$ cat src/verilog/rac_pkg.sv
// constants, types and carriers shared by the setting store
package rac_pkg;

	// ************************************************************
	// frame bytes
	// ************************************************************
	localparam logic [7:0] START_BYTE     = 8'h02; // opens every frame
	localparam logic [7:0] CMD_WRITE      = 8'h09; // store setting bytes
	localparam logic [7:0] CMD_READ       = 8'h0A; // fetch setting bytes
	localparam logic [7:0] RESP_FLAG      = 8'h40; // or-ed into answers
	localparam logic [7:0] STATUS_OK      = 8'h00; // write accepted
	localparam logic [7:0] STATUS_FAIL    = 8'h01; // write refused
	localparam logic [7:0] READ_LEN_FIELD = 8'h02; // length of a read
	localparam logic [7:0] WRITE_RESP_LEN = 8'h01; // length of write answer
	localparam logic [7:0] LEN_EXTRA      = 8'h02; // position plus count

	// ************************************************************
	// memory positions, defaults and limits
	// ************************************************************
	localparam logic [7:0] POS_CCA_RETRY_DELAY    = 8'h17;
	localparam logic [7:0] POS_DEST_NETWORK_ID    = 8'h18;
	localparam logic [7:0] POS_DEST_NODE_ADDR_LOW = 8'h19;
	localparam logic [7:0] POS_OWN_NETWORK_ID     = 8'h1C;
	localparam logic [7:0] RST_CCA_RETRY_DELAY    = 8'h14;
	localparam logic [7:0] RST_DEST_NETWORK_ID    = 8'h00;
	localparam logic [7:0] RST_DEST_NODE_ADDR_LOW = 8'h00;
	localparam logic [7:0] RST_OWN_NETWORK_ID     = 8'h00;
	localparam logic [7:0] CCA_RETRY_DELAY_MIN    = 8'h05;
	localparam logic [7:0] OWN_NETWORK_ID_MAX     = 8'hFE;
	localparam logic [7:0] BROADCAST              = 8'hFF;

	// slot index of each setting inside the packed store
	localparam logic [1:0] SLOT_CCA  = 2'h3;
	localparam logic [1:0] SLOT_DNET = 2'h2;
	localparam logic [1:0] SLOT_DADR = 2'h1;
	localparam logic [1:0] SLOT_ONET = 2'h0;

	// addressing schemes
	localparam logic [1:0] MODE_NONE = 2'h0;
	localparam logic [1:0] MODE_ONE  = 2'h1;
	localparam logic [1:0] MODE_TWO  = 2'h2;

	// ************************************************************
	// timing
	// ************************************************************
	localparam int CLK_PERIOD_NS = 100;     // 10 MHz core clock
	localparam int MS_NS         = 1000000; // unit of the retry delay
	localparam int MS_CYCLES     = (MS_NS + CLK_PERIOD_NS - 1) / CLK_PERIOD_NS;

	// ************************************************************
	// types
	// ************************************************************
	typedef struct packed {
		logic [7:0] cca_retry_delay;       // slot 3
		logic [7:0] dest_network_id;       // slot 2
		logic [7:0] dest_node_address_low; // slot 1
		logic [7:0] own_network_id;        // slot 0
	} rac_settings_t;

	typedef struct packed {
		logic [7:0] dest_network; // destination network identifier
		logic [7:0] dest_address; // destination node address
	} rac_addr_t;

	localparam rac_settings_t SETTINGS_RST = '{RST_CCA_RETRY_DELAY,
		RST_DEST_NETWORK_ID, RST_DEST_NODE_ADDR_LOW, RST_OWN_NETWORK_ID};

	typedef enum logic [2:0] {
		P_IDLE, P_CMD, P_LEN, P_POS, P_CNT, P_DATA, P_CSUM
	} rac_parse_t;

	typedef enum logic [2:0] {
		T_IDLE, T_STX, T_CMD, T_LEN, T_POS, T_CNT, T_DATA, T_CS
	} rac_tx_t;

	typedef enum logic [1:0] {
		C_IDLE, C_CHECK, C_WAIT
	} rac_cca_t;

endpackage

$ cat src/verilog/rac_settings_store.sv
// setting store with serial command interpreter and channel-busy retry
//
// Contract
// - retry delay at 23, 5..255, default 20
// - busy channel waits retry delay before retry
// - destination network at 24, default 0
// - destination network sent only in scheme 2
// - runtime changes touch working copy only
// - scheme 2: network and address 255 broadcast
// - destination address at 25, default 0
// - address used in schemes 1, 2; 255 broadcast
// - own network at 28, 0..254, scheme 2
// - write 0x09 answered 0x49 with status
// - read 0x0A answered 0x4A with bytes
// - scheme 1 accepts own or 255 address
module rac_settings_store #(
	parameter int unsigned MS_CYCLES = rac_pkg::MS_CYCLES // cycles per ms
) (
	input  wire logic                  clk,
	input  wire logic                  arst_n,
	input  wire logic                  host_rx_valid,
	input  wire logic [7:0]            host_rx_data,
	output logic                       host_tx_valid,
	output logic [7:0]                 host_tx_data,
	input  wire logic                  host_tx_ready,
	output rac_pkg::rac_settings_t     settings,
	input  wire logic                  set_runtime_dest_network,
	input  wire logic                  set_runtime_dest_address,
	input  wire logic [7:0]            runtime_value,
	output rac_pkg::rac_addr_t         work_dest,
	input  wire logic [1:0]            addressing_scheme,
	input  wire logic [7:0]            own_node_address_low,
	input  wire logic                  pkt_valid,
	input  wire rac_pkg::rac_addr_t    pkt_dest,
	output logic                       pkt_accept,
	output logic                       pkt_drop,
	output logic                       hdr_dest_network_en,
	output logic                       hdr_dest_address_en,
	output rac_pkg::rac_addr_t         hdr_dest,
	input  wire logic                  tx_req,
	input  wire logic                  chan_busy,
	input  wire logic [7:0]            cca_retry_limit,
	output logic                       tx_go,
	output logic                       tx_abort
);

	// ************************************************************
	// decoding helpers
	// ************************************************************
	// map a memory position to {hit, slot}
	function automatic logic [2:0] slot_of(input logic [7:0] pos);
		unique case (pos)
			rac_pkg::POS_CCA_RETRY_DELAY:    slot_of = {1'b1, rac_pkg::SLOT_CCA};
			rac_pkg::POS_DEST_NETWORK_ID:    slot_of = {1'b1, rac_pkg::SLOT_DNET};
			rac_pkg::POS_DEST_NODE_ADDR_LOW: slot_of = {1'b1, rac_pkg::SLOT_DADR};
			rac_pkg::POS_OWN_NETWORK_ID:     slot_of = {1'b1, rac_pkg::SLOT_ONET};
			default:                         slot_of = 3'h0;
		endcase
	endfunction

	// permitted range of each setting
	function automatic logic value_ok(input logic [1:0] slot,
		input logic [7:0] val);
		unique case (slot)
			rac_pkg::SLOT_CCA:  value_ok = val >= rac_pkg::CCA_RETRY_DELAY_MIN;
			rac_pkg::SLOT_ONET: value_ok = val <= rac_pkg::OWN_NETWORK_ID_MAX;
			default:            value_ok = 1'b1;
		endcase
	endfunction

	// ************************************************************
	// state
	// ************************************************************
	rac_pkg::rac_parse_t    p_st_q;      // frame parser state
	rac_pkg::rac_tx_t       t_st_q;      // answer sender state
	rac_pkg::rac_cca_t      c_st_q;      // clear-channel state
	logic [7:0]             cmd_q;       // command byte of frame
	logic [7:0]             lenf_q;      // length field of frame
	logic [7:0]             pos_q;       // memory position
	logic [7:0]             cnt_q;       // byte count
	logic [7:0]             idx_q;       // data byte index in frame
	logic [7:0]             sum_q;       // running xor of frame
	logic                   bad_q;       // a data byte was refused
	logic [3:0]             hit_q;       // slots staged by this frame
	rac_pkg::rac_settings_t stage_q;     // staged values
	logic                   resp_go_q;   // start an answer
	logic                   resp_wr_q;   // answer is to a write
	logic [7:0]             resp_st_q;   // write status
	logic [7:0]             tx_idx_q;    // data byte index in answer
	logic [7:0]             tx_sum_q;    // running xor of answer
	logic [7:0]             tries_q;     // busy retries so far
	logic [7:0]             delay_q;     // ms left in retry wait
	logic [$clog2(MS_CYCLES+1)-1:0] tick_q; // cycles left in this ms
	logic                   rx_take;     // a command byte is consumed
	logic                   commit;      // staged values are stored
	logic [7:0]             wr_pos;      // position of current data byte
	logic [2:0]             wr_slot;     // its slot
	logic [7:0]             tx_byte;     // byte the sender presents
	logic [7:0]             rd_pos;      // position of answer data byte
	logic [2:0]             rd_slot;     // its slot

	// bytes arriving while an answer is pending or sent are dropped
	assign rx_take = host_rx_valid && !resp_go_q &&
		t_st_q == rac_pkg::T_IDLE;
	assign wr_pos  = pos_q + idx_q;
	assign wr_slot = slot_of(wr_pos);
	assign rd_pos  = pos_q + tx_idx_q;
	assign rd_slot = slot_of(rd_pos);

	// store happens on the closing byte of a clean write frame
	assign commit = rx_take && p_st_q == rac_pkg::P_CSUM &&
		host_rx_data == sum_q && cmd_q == rac_pkg::CMD_WRITE && !bad_q &&
		lenf_q == 8'(cnt_q + rac_pkg::LEN_EXTRA);

	// ************************************************************
	// command frame parser
	// ************************************************************
	// walk the fields and keep the xor of every byte since the start byte
	always_ff @(posedge clk or negedge arst_n) begin
		if (!arst_n) begin
			p_st_q <= rac_pkg::P_IDLE;
			cmd_q  <= 8'h00;
			lenf_q <= 8'h00;
			pos_q  <= 8'h00;
			cnt_q  <= 8'h00;
			idx_q  <= 8'h00;
			sum_q  <= 8'h00;
		end else if (rx_take) begin
			sum_q <= sum_q ^ host_rx_data;
			unique case (p_st_q)
				rac_pkg::P_IDLE: begin
					// hunt for the start byte
					sum_q <= host_rx_data;
					if (host_rx_data == rac_pkg::START_BYTE) begin
						p_st_q <= rac_pkg::P_CMD;
					end
				end
				rac_pkg::P_CMD: begin
					cmd_q <= host_rx_data;
					// unknown commands fall back to hunting
					if (host_rx_data == rac_pkg::CMD_WRITE ||
						host_rx_data == rac_pkg::CMD_READ) begin
						p_st_q <= rac_pkg::P_LEN;
					end else begin
						p_st_q <= rac_pkg::P_IDLE;
					end
				end
				rac_pkg::P_LEN: begin
					lenf_q <= host_rx_data;
					p_st_q <= rac_pkg::P_POS;
				end
				rac_pkg::P_POS: begin
					pos_q  <= host_rx_data;
					p_st_q <= rac_pkg::P_CNT;
				end
				rac_pkg::P_CNT: begin
					cnt_q <= host_rx_data;
					idx_q <= 8'h00;
					// only writes carry parameter bytes
					if (cmd_q == rac_pkg::CMD_WRITE && host_rx_data != 8'h00) begin
						p_st_q <= rac_pkg::P_DATA;
					end else begin
						p_st_q <= rac_pkg::P_CSUM;
					end
				end
				rac_pkg::P_DATA: begin
					idx_q <= idx_q + 8'h01;
					if (idx_q == cnt_q - 8'h01) begin
						p_st_q <= rac_pkg::P_CSUM;
					end
				end
				rac_pkg::P_CSUM: p_st_q <= rac_pkg::P_IDLE;
				default:         p_st_q <= rac_pkg::P_IDLE;
			endcase
		end
	end

	// ************************************************************
	// write staging
	// ************************************************************
	// values are held aside until the checksum proves the frame
	always_ff @(posedge clk or negedge arst_n) begin
		if (!arst_n) begin
			stage_q <= rac_pkg::SETTINGS_RST;
			hit_q   <= 4'h0;
			bad_q   <= 1'b0;
		end else if (rx_take && p_st_q == rac_pkg::P_CNT) begin
			hit_q <= 4'h0;
			bad_q <= 1'b0;
		end else if (rx_take && p_st_q == rac_pkg::P_DATA) begin
			// unknown position or value out of range spoils the frame
			if (wr_slot[2] && value_ok(wr_slot[1:0], host_rx_data)) begin
				stage_q[8*wr_slot[1:0] +: 8] <= host_rx_data;
				hit_q[wr_slot[1:0]]          <= 1'b1;
			end else begin
				bad_q <= 1'b1;
			end
		end
	end

	// ************************************************************
	// stored settings
	// ************************************************************
	for (genvar s = 0; s < 4; s++) begin : g_slot
		// each slot loads its staged byte on a clean write that staged it
		always_ff @(posedge clk or negedge arst_n) begin
			if (!arst_n) begin
				settings[8*s +: 8] <= rac_pkg::SETTINGS_RST[8*s +: 8];
			end else if (commit && hit_q[s]) begin
				settings[8*s +: 8] <= stage_q[8*s +: 8];
			end
		end
	end

	// working copy: follows stored writes, runtime commands touch only it
	always_ff @(posedge clk or negedge arst_n) begin
		if (!arst_n) begin
			work_dest <= '{rac_pkg::RST_DEST_NETWORK_ID,
				rac_pkg::RST_DEST_NODE_ADDR_LOW};
		end else begin
			if (set_runtime_dest_network) begin
				work_dest.dest_network <= runtime_value;
			end else if (commit && hit_q[rac_pkg::SLOT_DNET]) begin
				work_dest.dest_network <= stage_q.dest_network_id;
			end
			if (set_runtime_dest_address) begin
				work_dest.dest_address <= runtime_value;
			end else if (commit && hit_q[rac_pkg::SLOT_DADR]) begin
				work_dest.dest_address <= stage_q.dest_node_address_low;
			end
		end
	end

	// ************************************************************
	// answer request
	// ************************************************************
	// frames with a bad checksum or read length get no answer
	always_ff @(posedge clk or negedge arst_n) begin
		if (!arst_n) begin
			resp_go_q <= 1'b0;
			resp_wr_q <= 1'b0;
			resp_st_q <= rac_pkg::STATUS_OK;
		end else begin
			resp_go_q <= 1'b0;
			if (rx_take && p_st_q == rac_pkg::P_CSUM &&
				host_rx_data == sum_q) begin
				resp_wr_q <= cmd_q == rac_pkg::CMD_WRITE;
				resp_st_q <= commit ? rac_pkg::STATUS_OK : rac_pkg::STATUS_FAIL;
				resp_go_q <= cmd_q == rac_pkg::CMD_WRITE ||
					lenf_q == rac_pkg::READ_LEN_FIELD;
			end
		end
	end

	// ************************************************************
	// answer sender
	// ************************************************************
	// byte presented in each sender state
	always_comb begin
		tx_byte = 8'h00;
		unique case (t_st_q)
			rac_pkg::T_STX: tx_byte = rac_pkg::START_BYTE;
			rac_pkg::T_CMD: tx_byte = resp_wr_q ?
				(rac_pkg::CMD_WRITE | rac_pkg::RESP_FLAG) :
				(rac_pkg::CMD_READ | rac_pkg::RESP_FLAG);
			rac_pkg::T_LEN: tx_byte = resp_wr_q ? rac_pkg::WRITE_RESP_LEN :
				8'(cnt_q + rac_pkg::LEN_EXTRA);
			rac_pkg::T_POS: tx_byte = resp_wr_q ? resp_st_q : pos_q;
			rac_pkg::T_CNT: tx_byte = cnt_q;
			// positions outside this store read as zero
			rac_pkg::T_DATA: tx_byte = rd_slot[2] ?
				settings[8*rd_slot[1:0] +: 8] : 8'h00;
			rac_pkg::T_CS:  tx_byte = tx_sum_q;
			default:        tx_byte = 8'h00;
		endcase
	end

	// load a byte, hold it until taken, then move on
	always_ff @(posedge clk or negedge arst_n) begin
		if (!arst_n) begin
			t_st_q        <= rac_pkg::T_IDLE;
			host_tx_valid <= 1'b0;
			host_tx_data  <= 8'h00;
			tx_idx_q      <= 8'h00;
			tx_sum_q      <= 8'h00;
		end else if (t_st_q == rac_pkg::T_IDLE) begin
			tx_idx_q <= 8'h00;
			tx_sum_q <= 8'h00;
			if (resp_go_q) begin
				t_st_q <= rac_pkg::T_STX;
			end
		end else if (!host_tx_valid) begin
			host_tx_valid <= 1'b1;
			host_tx_data  <= tx_byte;
			tx_sum_q      <= tx_sum_q ^ tx_byte;
		end else if (host_tx_ready) begin
			host_tx_valid <= 1'b0;
			unique case (t_st_q)
				rac_pkg::T_STX: t_st_q <= rac_pkg::T_CMD;
				rac_pkg::T_CMD: t_st_q <= rac_pkg::T_LEN;
				rac_pkg::T_LEN: t_st_q <= rac_pkg::T_POS;
				rac_pkg::T_POS: t_st_q <= resp_wr_q ? rac_pkg::T_CS :
					rac_pkg::T_CNT;
				rac_pkg::T_CNT: t_st_q <= (cnt_q == 8'h00) ? rac_pkg::T_CS :
					rac_pkg::T_DATA;
				rac_pkg::T_DATA: begin
					tx_idx_q <= tx_idx_q + 8'h01;
					if (tx_idx_q == cnt_q - 8'h01) begin
						t_st_q <= rac_pkg::T_CS;
					end
				end
				rac_pkg::T_CS:  t_st_q <= rac_pkg::T_IDLE;
				default:        t_st_q <= rac_pkg::T_IDLE;
			endcase
		end
	end

	// ************************************************************
	// clear-channel retry
	// ************************************************************
	// check channel, on busy wait the stored delay in ms and check again
	always_ff @(posedge clk or negedge arst_n) begin
		if (!arst_n) begin
			c_st_q   <= rac_pkg::C_IDLE;
			tries_q  <= 8'h00;
			delay_q  <= 8'h00;
			tick_q   <= '0;
			tx_go    <= 1'b0;
			tx_abort <= 1'b0;
		end else begin
			tx_go    <= 1'b0;
			tx_abort <= 1'b0;
			unique case (c_st_q)
				rac_pkg::C_IDLE: begin
					tries_q <= 8'h00;
					if (tx_req) begin
						c_st_q <= rac_pkg::C_CHECK;
					end
				end
				rac_pkg::C_CHECK: begin
					if (!chan_busy) begin
						tx_go  <= 1'b1;
						c_st_q <= rac_pkg::C_IDLE;
					end else if (tries_q >= cca_retry_limit) begin
						tx_abort <= 1'b1;
						c_st_q   <= rac_pkg::C_IDLE;
					end else begin
						tries_q <= tries_q + 8'h01;
						delay_q <= settings.cca_retry_delay;
						tick_q  <= ($bits(tick_q))'(MS_CYCLES - 1);
						c_st_q  <= rac_pkg::C_WAIT;
					end
				end
				rac_pkg::C_WAIT: begin
					if (tick_q != '0) begin
						tick_q <= tick_q - 1'b1;
					end else if (delay_q <= 8'h01) begin
						c_st_q <= rac_pkg::C_CHECK;
					end else begin
						delay_q <= delay_q - 8'h01;
						tick_q  <= ($bits(tick_q))'(MS_CYCLES - 1);
					end
				end
				default: c_st_q <= rac_pkg::C_IDLE;
			endcase
		end
	end

	// ************************************************************
	// address filter
	// ************************************************************
	rac_addr_filter u_filter (
		.clk                 (clk),
		.arst_n              (arst_n),
		.addressing_scheme   (addressing_scheme),
		.own_network_id      (settings.own_network_id),
		.own_node_address_low(own_node_address_low),
		.work_dest           (work_dest),
		.pkt_valid           (pkt_valid),
		.pkt_dest            (pkt_dest),
		.pkt_accept          (pkt_accept),
		.pkt_drop            (pkt_drop),
		.hdr_dest_network_en (hdr_dest_network_en),
		.hdr_dest_address_en (hdr_dest_address_en),
		.hdr_dest            (hdr_dest)
	);

endmodule

$ cat src/verilog/rac_addr_filter.sv
// address filter for received packets and header fields for sent ones
module rac_addr_filter (
	input  wire logic              clk,
	input  wire logic              arst_n,
	input  wire logic [1:0]        addressing_scheme,
	input  wire logic [7:0]        own_network_id,
	input  wire logic [7:0]        own_node_address_low,
	input  wire rac_pkg::rac_addr_t work_dest,
	input  wire logic              pkt_valid,
	input  wire rac_pkg::rac_addr_t pkt_dest,
	output logic                   pkt_accept,
	output logic                   pkt_drop,
	output logic                   hdr_dest_network_en,
	output logic                   hdr_dest_address_en,
	output rac_pkg::rac_addr_t     hdr_dest
);

	// ************************************************************
	// receive decision
	// ************************************************************
	logic match; // packet is meant for this node

	// compare the packet destination against the node's own identity
	always_comb begin
		match = 1'b0;
		unique case (addressing_scheme)
			rac_pkg::MODE_ONE: match =
				(pkt_dest.dest_address == own_node_address_low) ||
				(pkt_dest.dest_address == rac_pkg::BROADCAST);
			rac_pkg::MODE_TWO: match =
				((pkt_dest.dest_network == own_network_id) &&
				(pkt_dest.dest_address == own_node_address_low)) ||
				((pkt_dest.dest_network == rac_pkg::BROADCAST) &&
				(pkt_dest.dest_address == rac_pkg::BROADCAST));
			default: match = 1'b1; // no addressing: every packet is taken
		endcase
	end

	// one-cycle verdict per offered packet
	always_ff @(posedge clk or negedge arst_n) begin
		if (!arst_n) begin
			pkt_accept <= 1'b0;
			pkt_drop   <= 1'b0;
		end else begin
			pkt_accept <= pkt_valid && match;
			pkt_drop   <= pkt_valid && !match;
		end
	end

	// ************************************************************
	// transmit header
	// ************************************************************
	// fields are carried only in the schemes that use them
	always_ff @(posedge clk or negedge arst_n) begin
		if (!arst_n) begin
			hdr_dest_network_en <= 1'b0;
			hdr_dest_address_en <= 1'b0;
			hdr_dest            <= '0;
		end else begin
			hdr_dest_network_en <= addressing_scheme == rac_pkg::MODE_TWO;
			hdr_dest_address_en <= addressing_scheme == rac_pkg::MODE_ONE ||
				addressing_scheme == rac_pkg::MODE_TWO;
			hdr_dest            <= work_dest;
		end
	end

endmodule

$ cat config.mk
export PLATFORM = sky130hd
export DESIGN_NAME = rac_settings_store
export DESIGN_NICKNAME = d
export VERILOG_FILES = /design/src/verilog/rac_pkg.sv /design/src/verilog/rac_settings_store.sv /design/src/verilog/rac_addr_filter.sv
export SDC_FILE = /design/constraint.sdc
export NUM_CORES = 1
export LEC_CHECK = 0
export BUFFER_PORTS_ARGS = -buffer_cell sky130_fd_sc_hd__buf_4
export CELL_PAD_IN_SITES_DETAIL_PLACEMENT = 1
export CELL_PAD_IN_SITES_GLOBAL_PLACEMENT = 2
export CORE_AREA = 2 2 136 237
export CTS_BUF_LIST = sky130_fd_sc_hd__clkbuf_4
export CTS_CLUSTER_SIZE = 14
export DETAILED_ROUTE_END_ITERATION = 8
export DIE_AREA = 0 0 138 239
export PLACE_DENSITY = 0.89
export SKIP_CTS_REPAIR_TIMING = 1
export SYNTH_ARGS = -nofsm -noshare
export SYNTH_HDL_FRONTEND = slang
export SYNTH_SLANG_ARGS = --single-unit
$ cat constraint.sdc
create_clock -name clk -period 5.13 [get_ports clk]
set_input_delay 0.7695 -clock clk [delete_from_list [all_inputs] [get_ports clk]]
set_output_delay 0.7695 -clock clk [all_outputs]
set_load 0.1 [all_outputs]
Word-level counts from Yosys, hierarchy flattened
Index checks and enable logic that the tools add are counted.

word-level totals
  bits in registers = 228
  bits in latches = 0
  RAM bits = 0
  ROM bits = 0
  bits of input ports = 59
  output and inout bits = 79
  logic and storage cells = 250
  memories = 0

cells by class
  add/subtract/negate cells = 10
  $mul = 0
  div/mod/pow operators = 0
  magnitude comparators = 6
  equal/unequal tests = 52
  shifts and indexed selects = 3
  mux-type cells = 73
  bitwise operators = 6
  reduce and logical (&&, ||, !) cells = 61

operators by type and width
  kind                                                   number
  two-way mux 8 bit                                      20
  equality test 8 x 5 -> 1 bit, second input constant    8
  two-way mux 14 bit                                     4
  case mux 8 bit (7 select lines)                        1
  equality test 8 bit                                    6
  case mux 8 bit (2 select lines)                        3
  case mux 3 bit (6 select lines)                        2
  negation 5 -> 34 bit                                   1
  variable shift 8 x 34 -> 32 bit, first input constant  1
  indexed part select 8 x 34 -> 32 bit                   1
  bitwise mux 32 bit                                     1
  indexed part select 32 x 6 -> 8 bit                    1
  case mux 14 bit (2 select lines)                       1
  adder 8 x 1 -> 8 bit, second input constant            3
  equality test 8 x 4 -> 1 bit, second input constant    3
  case mux 3 bit (4 select lines)                        2
  equality test 3 bit, second input constant             7
  two-way mux 3 bit                                      7
  logical AND 1 bit                                      20
  != test 2 bit, second input constant                   10
  nonzero test 2 bit                                     10
  two-way mux 2 bit                                      9
  adder 8 bit                                            2
  equality test 8 x 2 -> 1 bit, second input constant    2
  35 further kinds                                       86

Longest topological paths before layout
  depth in word-level cells = 11
  gate-level depth with buffers = 18
  depth with buffers taken out = 17

By module
Synthesis repeated with hierarchy kept, for this count alone.

second synthesis, totals
  cell total of the unflattened synthesis = 1,203
  area total of the unflattened synthesis = 11,892.7 um2

modules (own cells, without submodules)
  module              times used  cells each  area each (um2)  sequential area each (um2)
  rac_settings_store  1           1,146       11,114.4         5,034.8
  rac_addr_filter     1           57          778.2            500.5

Worst setup path before layout
OpenSTA, ideal clock, no wires.

  path kind = register to register
  start point = register pos_q[1]
  end point = register stage_q[10] (netlist name)
  setup time = 65 ps
  data arrival time = 4,340 ps
  data required time = 5,065 ps
  path slack = 725 ps
  cell stages (with the launch flop) = 18
  buffers on the path = 2
  clock period less this slack = 4,405 ps
  cell sequence = dfrtp_1 > ha_1 > a21o_1 > a21oi_2 > o21bai_1 > a21oi_1 > mux2_2 > buf_2 > buf_1 > nor2_1 > o21ai_0 > ha_1 > clkinv_1 > nor2_1 > nand3_1 > a211oi_1 > and3_1 > mux2_2

between the ends
  cells in the longest elaborated chain, start to end = 9
  elaborated cells between the ends (all ways) = 17
  classes of those cells = add/sub (2); eq/ne (5); shift (2); mux (5); reduce/logical (3)

ends and longest elaborated chain
  what                                                          line                       text
  from (decl)                                                   rac_settings_store.sv:79   logic [7:0] pos_q;
  from (signal assigned)                                        rac_settings_store.sv:153  pos_q <= host_rx_data;
  adder 8 bit (*)                                               rac_settings_store.sv:105  assign wr_pos = pos_q + idx_q;
  equality test 8 x 5 -> 1 bit                                  rac_settings_store.sv:52   unique case (pos)
  case mux 3 bit (4 select lines) (*)                           rac_settings_store.sv:52
  branches (longest 6 deep; another with negation 5 -> 34 bit)  -
  to (signal assigned)                                          rac_settings_store.sv:184  stage_q <= rac_pkg::SETTINGS_RST;
  to (signal, indexed assignment)                               rac_settings_store.sv:193  stage_q[8*wr_slot[1:0] +: 8] <= host_rx_data;
  to (decl)                                                     rac_settings_store.sv:85   rac_pkg::rac_settings_t stage_q;

Every way passes the cells marked *. The select of a mux whose other input is x is not followed.
A chain may end at the register's enable or synchronous reset.

Worst setup path in the final report
  start point = register idx_q[0]
  end point = register stage_q[14] (netlist name)

between the ends
  cells in the longest elaborated chain, start to end = 9
  elaborated cells between the ends (all ways) = 17
  classes of those cells = add/sub (2); eq/ne (5); shift (2); mux (5); reduce/logical (3)

ends and longest elaborated chain
  what                                                          line                       text
  from (decl)                                                   rac_settings_store.sv:81   logic [7:0] idx_q;
  from (signal assigned)                                        rac_settings_store.sv:167  idx_q <= idx_q + 8'h01;
  adder 8 bit (*)                                               rac_settings_store.sv:105
  equality test 8 x 5 -> 1 bit                                  rac_settings_store.sv:52
  case mux 3 bit (4 select lines) (*)                           rac_settings_store.sv:52
  branches (longest 6 deep; another with negation 5 -> 34 bit)  -

Marks and branches as above.

==> impl_metrics.py <==
metrics = {
    "grt": {
        "grt_first_pass_wirelength_mm": 61.6,
        "vias_in_the_first_global_route": 10800,
        "gr-total-overflow": 0,
        "grt.total_usage_pct": 23.9,
        "grt_max_degree": 114,
        "global_route.usage.met1_pct": 23.3,
        "grt_util_met2_pct": 45.4,
        "number_of_antenna_violations_at_the_first_check_in_global_routing": 1,
        "grtUsageMet3_pct": 3.67,
        "gr-max-usage-layer": "met2",
    },
    "die": {
        "dieHeight_um": 239,
        "floorplan.io_pins": 138,
        "initial_utilization_pct": 39.4,
        "fp.dieArea_um2": 33000,
        "fp-row-count": 86,
        "die_w_um": 138,
        "design.core.area_um2": 31200,
    },
    "routing": {
        "route.detailed.drc": 0,
        "wl_per_cell_um": 22.2,
        "vias_per_cell": 5.64,
        "dr.first_iter.drc_count": 402,
        "ant_nets": 0,
        "totalWireLength_mm": 39.6,
        "vias": 10100,
        "detail_route.first_pass.iterations": 4,
    },
    "placement": {
        "portBuffers": 137,
        "detailedPlacementHpwl_mm": 29.8,
        "postPlaceCellArea_um2": 13700,
        "placer_s_final_routability_congestion_estimate": 0.892,
    },
    "timing": {
        "final_critical_period_ns": 4.72,
        "timing.setup.tns_ns": 0,
        "slew-limit-headroom_pct": 20.7,
        "max_frequency_mhz": 212,
        "timing.clock.skew_ns": 0.0317,
        "final-setup-viol-count": 0,
        "final_hold_viol_count": 0,
        "slew_viol_final": 0,
        "hold_slack_ns": 0.110,
        "share_of_the_cycle_needed_by_the_critical_path_after_routing_pct": 91.9,
        "timing_worst_slew_pin_value_ns": 1.17,
    },
    "setup_path": {
        "cp-end-kind": "flop",
        "worst_ep_required_ns": 5.78,
        "setup.worst_path.start_class": "flop",
        "critical_path_peak_fanout": 10,
        "cp_data_arrival_time_ns": 5.37,
        "critical_path_class": "flop to flop",
    },
    "hold_path": {
        "hold_class": "primary input to async pin",
    },
    "yosys": {
        "synth_flop_cell": "dfrtp_1",
        "sequential_area_share_after_synthesis_pct": 45.0,
        "syn_area_per_cell_um2": 10.3,
        "post_synth_inst_count": 1194,
        "yosys_warnings": 0,
        "asyncSetResetFlopFracSynth_pct": 100,
        "ys_ff_latch": 221,
        "netlist_area_um2": 12300,
        "mappedNetlistNets": 1295,
        "synth-edff-count": 0,
        "netlist-cell-type-count": 76,
    },
    "clock_network": {
        "tritoncts_num_sinks": 221,
        "root_buffer": "clkbuf_4",
        "cts_tree": "yes",
        "clk-insertion-delay-late_ns": 0.74,
        "clockBufferDepth": 3,
        "cts_max_level": 2,
        "cts_buffers": 53,
        "cts.clk_slew.worst_paths_ns": 0.08,
    },
    "final_layout": {
        "layout.nets": 1443,
        "drive_above_1_share_pct": 24.2,
        "fin_area_um2": 14400,
        "syn_to_final_growth_pct": 16.8,
        "layout_common_cells": "dfrtp_1, buf_4, nand2_1",
        "layout_commonest_cell": "dfrtp_1",
    },
    "power_and_ir_drop": {
        "comb_power_share_pct": 41.0,
        "share_clk_of_total_power_pct": 21.4,
        "p_switching_mw": 3.05,
        "p_int_mw": 3.72,
        "power_frac_seq_pct": 37.6,
        "static-leakage-power_nw": 6.89,
        "max-vdd-ir-drop_mv": 0.242,
        "pwr_density_cell_nw_per_um2": 472,
        "swShare_pct": 45.0,
    },
    "flow_run": {
        "cap_violations": 0,
    },
    "run_status": {
        "run_status": "finished clean",
    },
}
-- per-layer routing --
layer  routed length (um)  vias up
met5                    0        -
met4                 3010        0
met3                 1340      112
met2                21500      255
met1                13800     5049
li1                     -     4654
-- state kept, by name, summed over array words and instances, names as in the netlist, 2 cells and up --
register	flops
tx_sum_q	8
hit_q	4
settings	32
idx_q	8
c_st_q	2
sum_q	8
tick_q	14
delay_q	8
stage_q	32
cmd_q	8
u_filter.hdr_dest	16
tx_idx_q	8
tries_q	8
pos_q	8
t_st_q	3
host_tx_data	8
p_st_q	3
cnt_q	8
lenf_q	8
work_dest	16
-- power groups by stage --
stage	Combinational (mW)	Clock (mW)	Sequential (mW)
2_1_floorplan	1.83	0	2.71
3_3_place_gp	2.71	0	2.55
3_5_place_dp	2.78	0	2.58
4_1_cts	2.79	1.50	2.54
5_1_grt	3.03	1.57	2.59
6_report	2.78	1.45	2.54
-- cell type report --
| cell class | count | area, um2 |
|---|---|---|
| multi-input cells | 875 | 6380 |
| inverters | 46 | 173 |
| diodes | 1 | 2.50 |
| fillers | 3576 | 16800 |
| well taps | 396 | 495 |
| repair buffers | 145 | 1110 |
| clock buffers | 76 | 571 |
| clock inverters | 24 | 96.3 |
| flip-flops and latches | 221 | 5540 |
-- critical path, cell delays in order, from the launching register on --
cell      delay [ns]
dfrtp_1         0.45
ha_1            0.21
inv_1           0.06
fa_1            0.40
inv_1           0.08
a21o_1          0.10
a21oi_1         0.07
xor2_1          0.19
nand2b_1        0.41
nor2_1          0.31
o21ai_0         0.22
ha_1            0.37
clkinv_1        0.25
nor2_1          0.23
nand3_1         0.10
a211oi_1        0.75
and3_1          0.27
mux2_2          0.16
-- path summary, 6_finish.rpt --
kind                                           start                         endpoint  slack [ns]  cells past startpoint
setup / recovery                idx_q[0]$_DFFE_PN0P_          stage_q[14]$_DFFE_PN0P_        0.41                     17
min in group clk                           chan_busy                  tx_go$_DFF_PN0_        0.25                      2
setup reg to reg                idx_q[0]$_DFFE_PN0P_          stage_q[14]$_DFFE_PN0P_        0.41                     17
hold reg to reg            work_dest[10]$_DFFE_PN0P_  u_filter.hdr_dest[10]$_DFF_PN0_        0.41                      0
hold / removal                                arst_n             cnt_q[0]$_DFFE_PN0P_        0.11                      1
max in group asynchronous                     arst_n   u_filter.hdr_dest[2]$_DFF_PN0_        3.93                      2
-- through the flow --
| stage | setup slack [ns] | utilization (%) | instances | total power [mW] |
|---|---|---|---|---|
| 2_1_floorplan | 0.725 | - | 1194 | 4.54 |
| 3_3_place_gp | 0.753 | 43.9 | 1683 | 5.26 |
| 3_5_place_dp | 0.490 | 43.9 | 1683 | 5.36 |
| 4_1_cts | 0.451 | 46.0 | 1783 | 6.83 |
| 5_1_grt | -0.00931 | 46.0 | 1784 | 7.20 |
| 6_report | 0.413 | 46.0 | 1784 | 6.77 |
-- cells by family after synthesis --
logic type	after synthesis	synth area share, %
and+or+nand+nor	363	15.7
AOI/OAI and AO/OA	255	14.0
DFF	221	45.0
muxes	133	11.7
buffers and inverters	98	3.09
xor gates and xnor gates	82	6.07
adders and majority gates	42	4.40
-- cells in the mapped netlist, drive strengths merged (12+ instances only) --
master	count	area share (%)
o211ai	12	0.73
inv	45	1.4
a21oi	47	2.0
nand3	38	1.6
o21ai	65	2.6
nor4	22	1.7
a211oi	12	0.77
xor2	40	2.8
nor3	19	0.77
ha	40	4.1
clkbuf	40	1.2
nor2	70	2.1
xnor2	40	2.8
nand2b	12	0.61
buf	12	0.47
a21o	14	0.85
and3	33	1.7
dfrtp	217	44
mux2i	48	3.9
nand2	104	3.2
nand4	16	0.81
mux2	85	7.8
(Power assumes the default switching activity.)
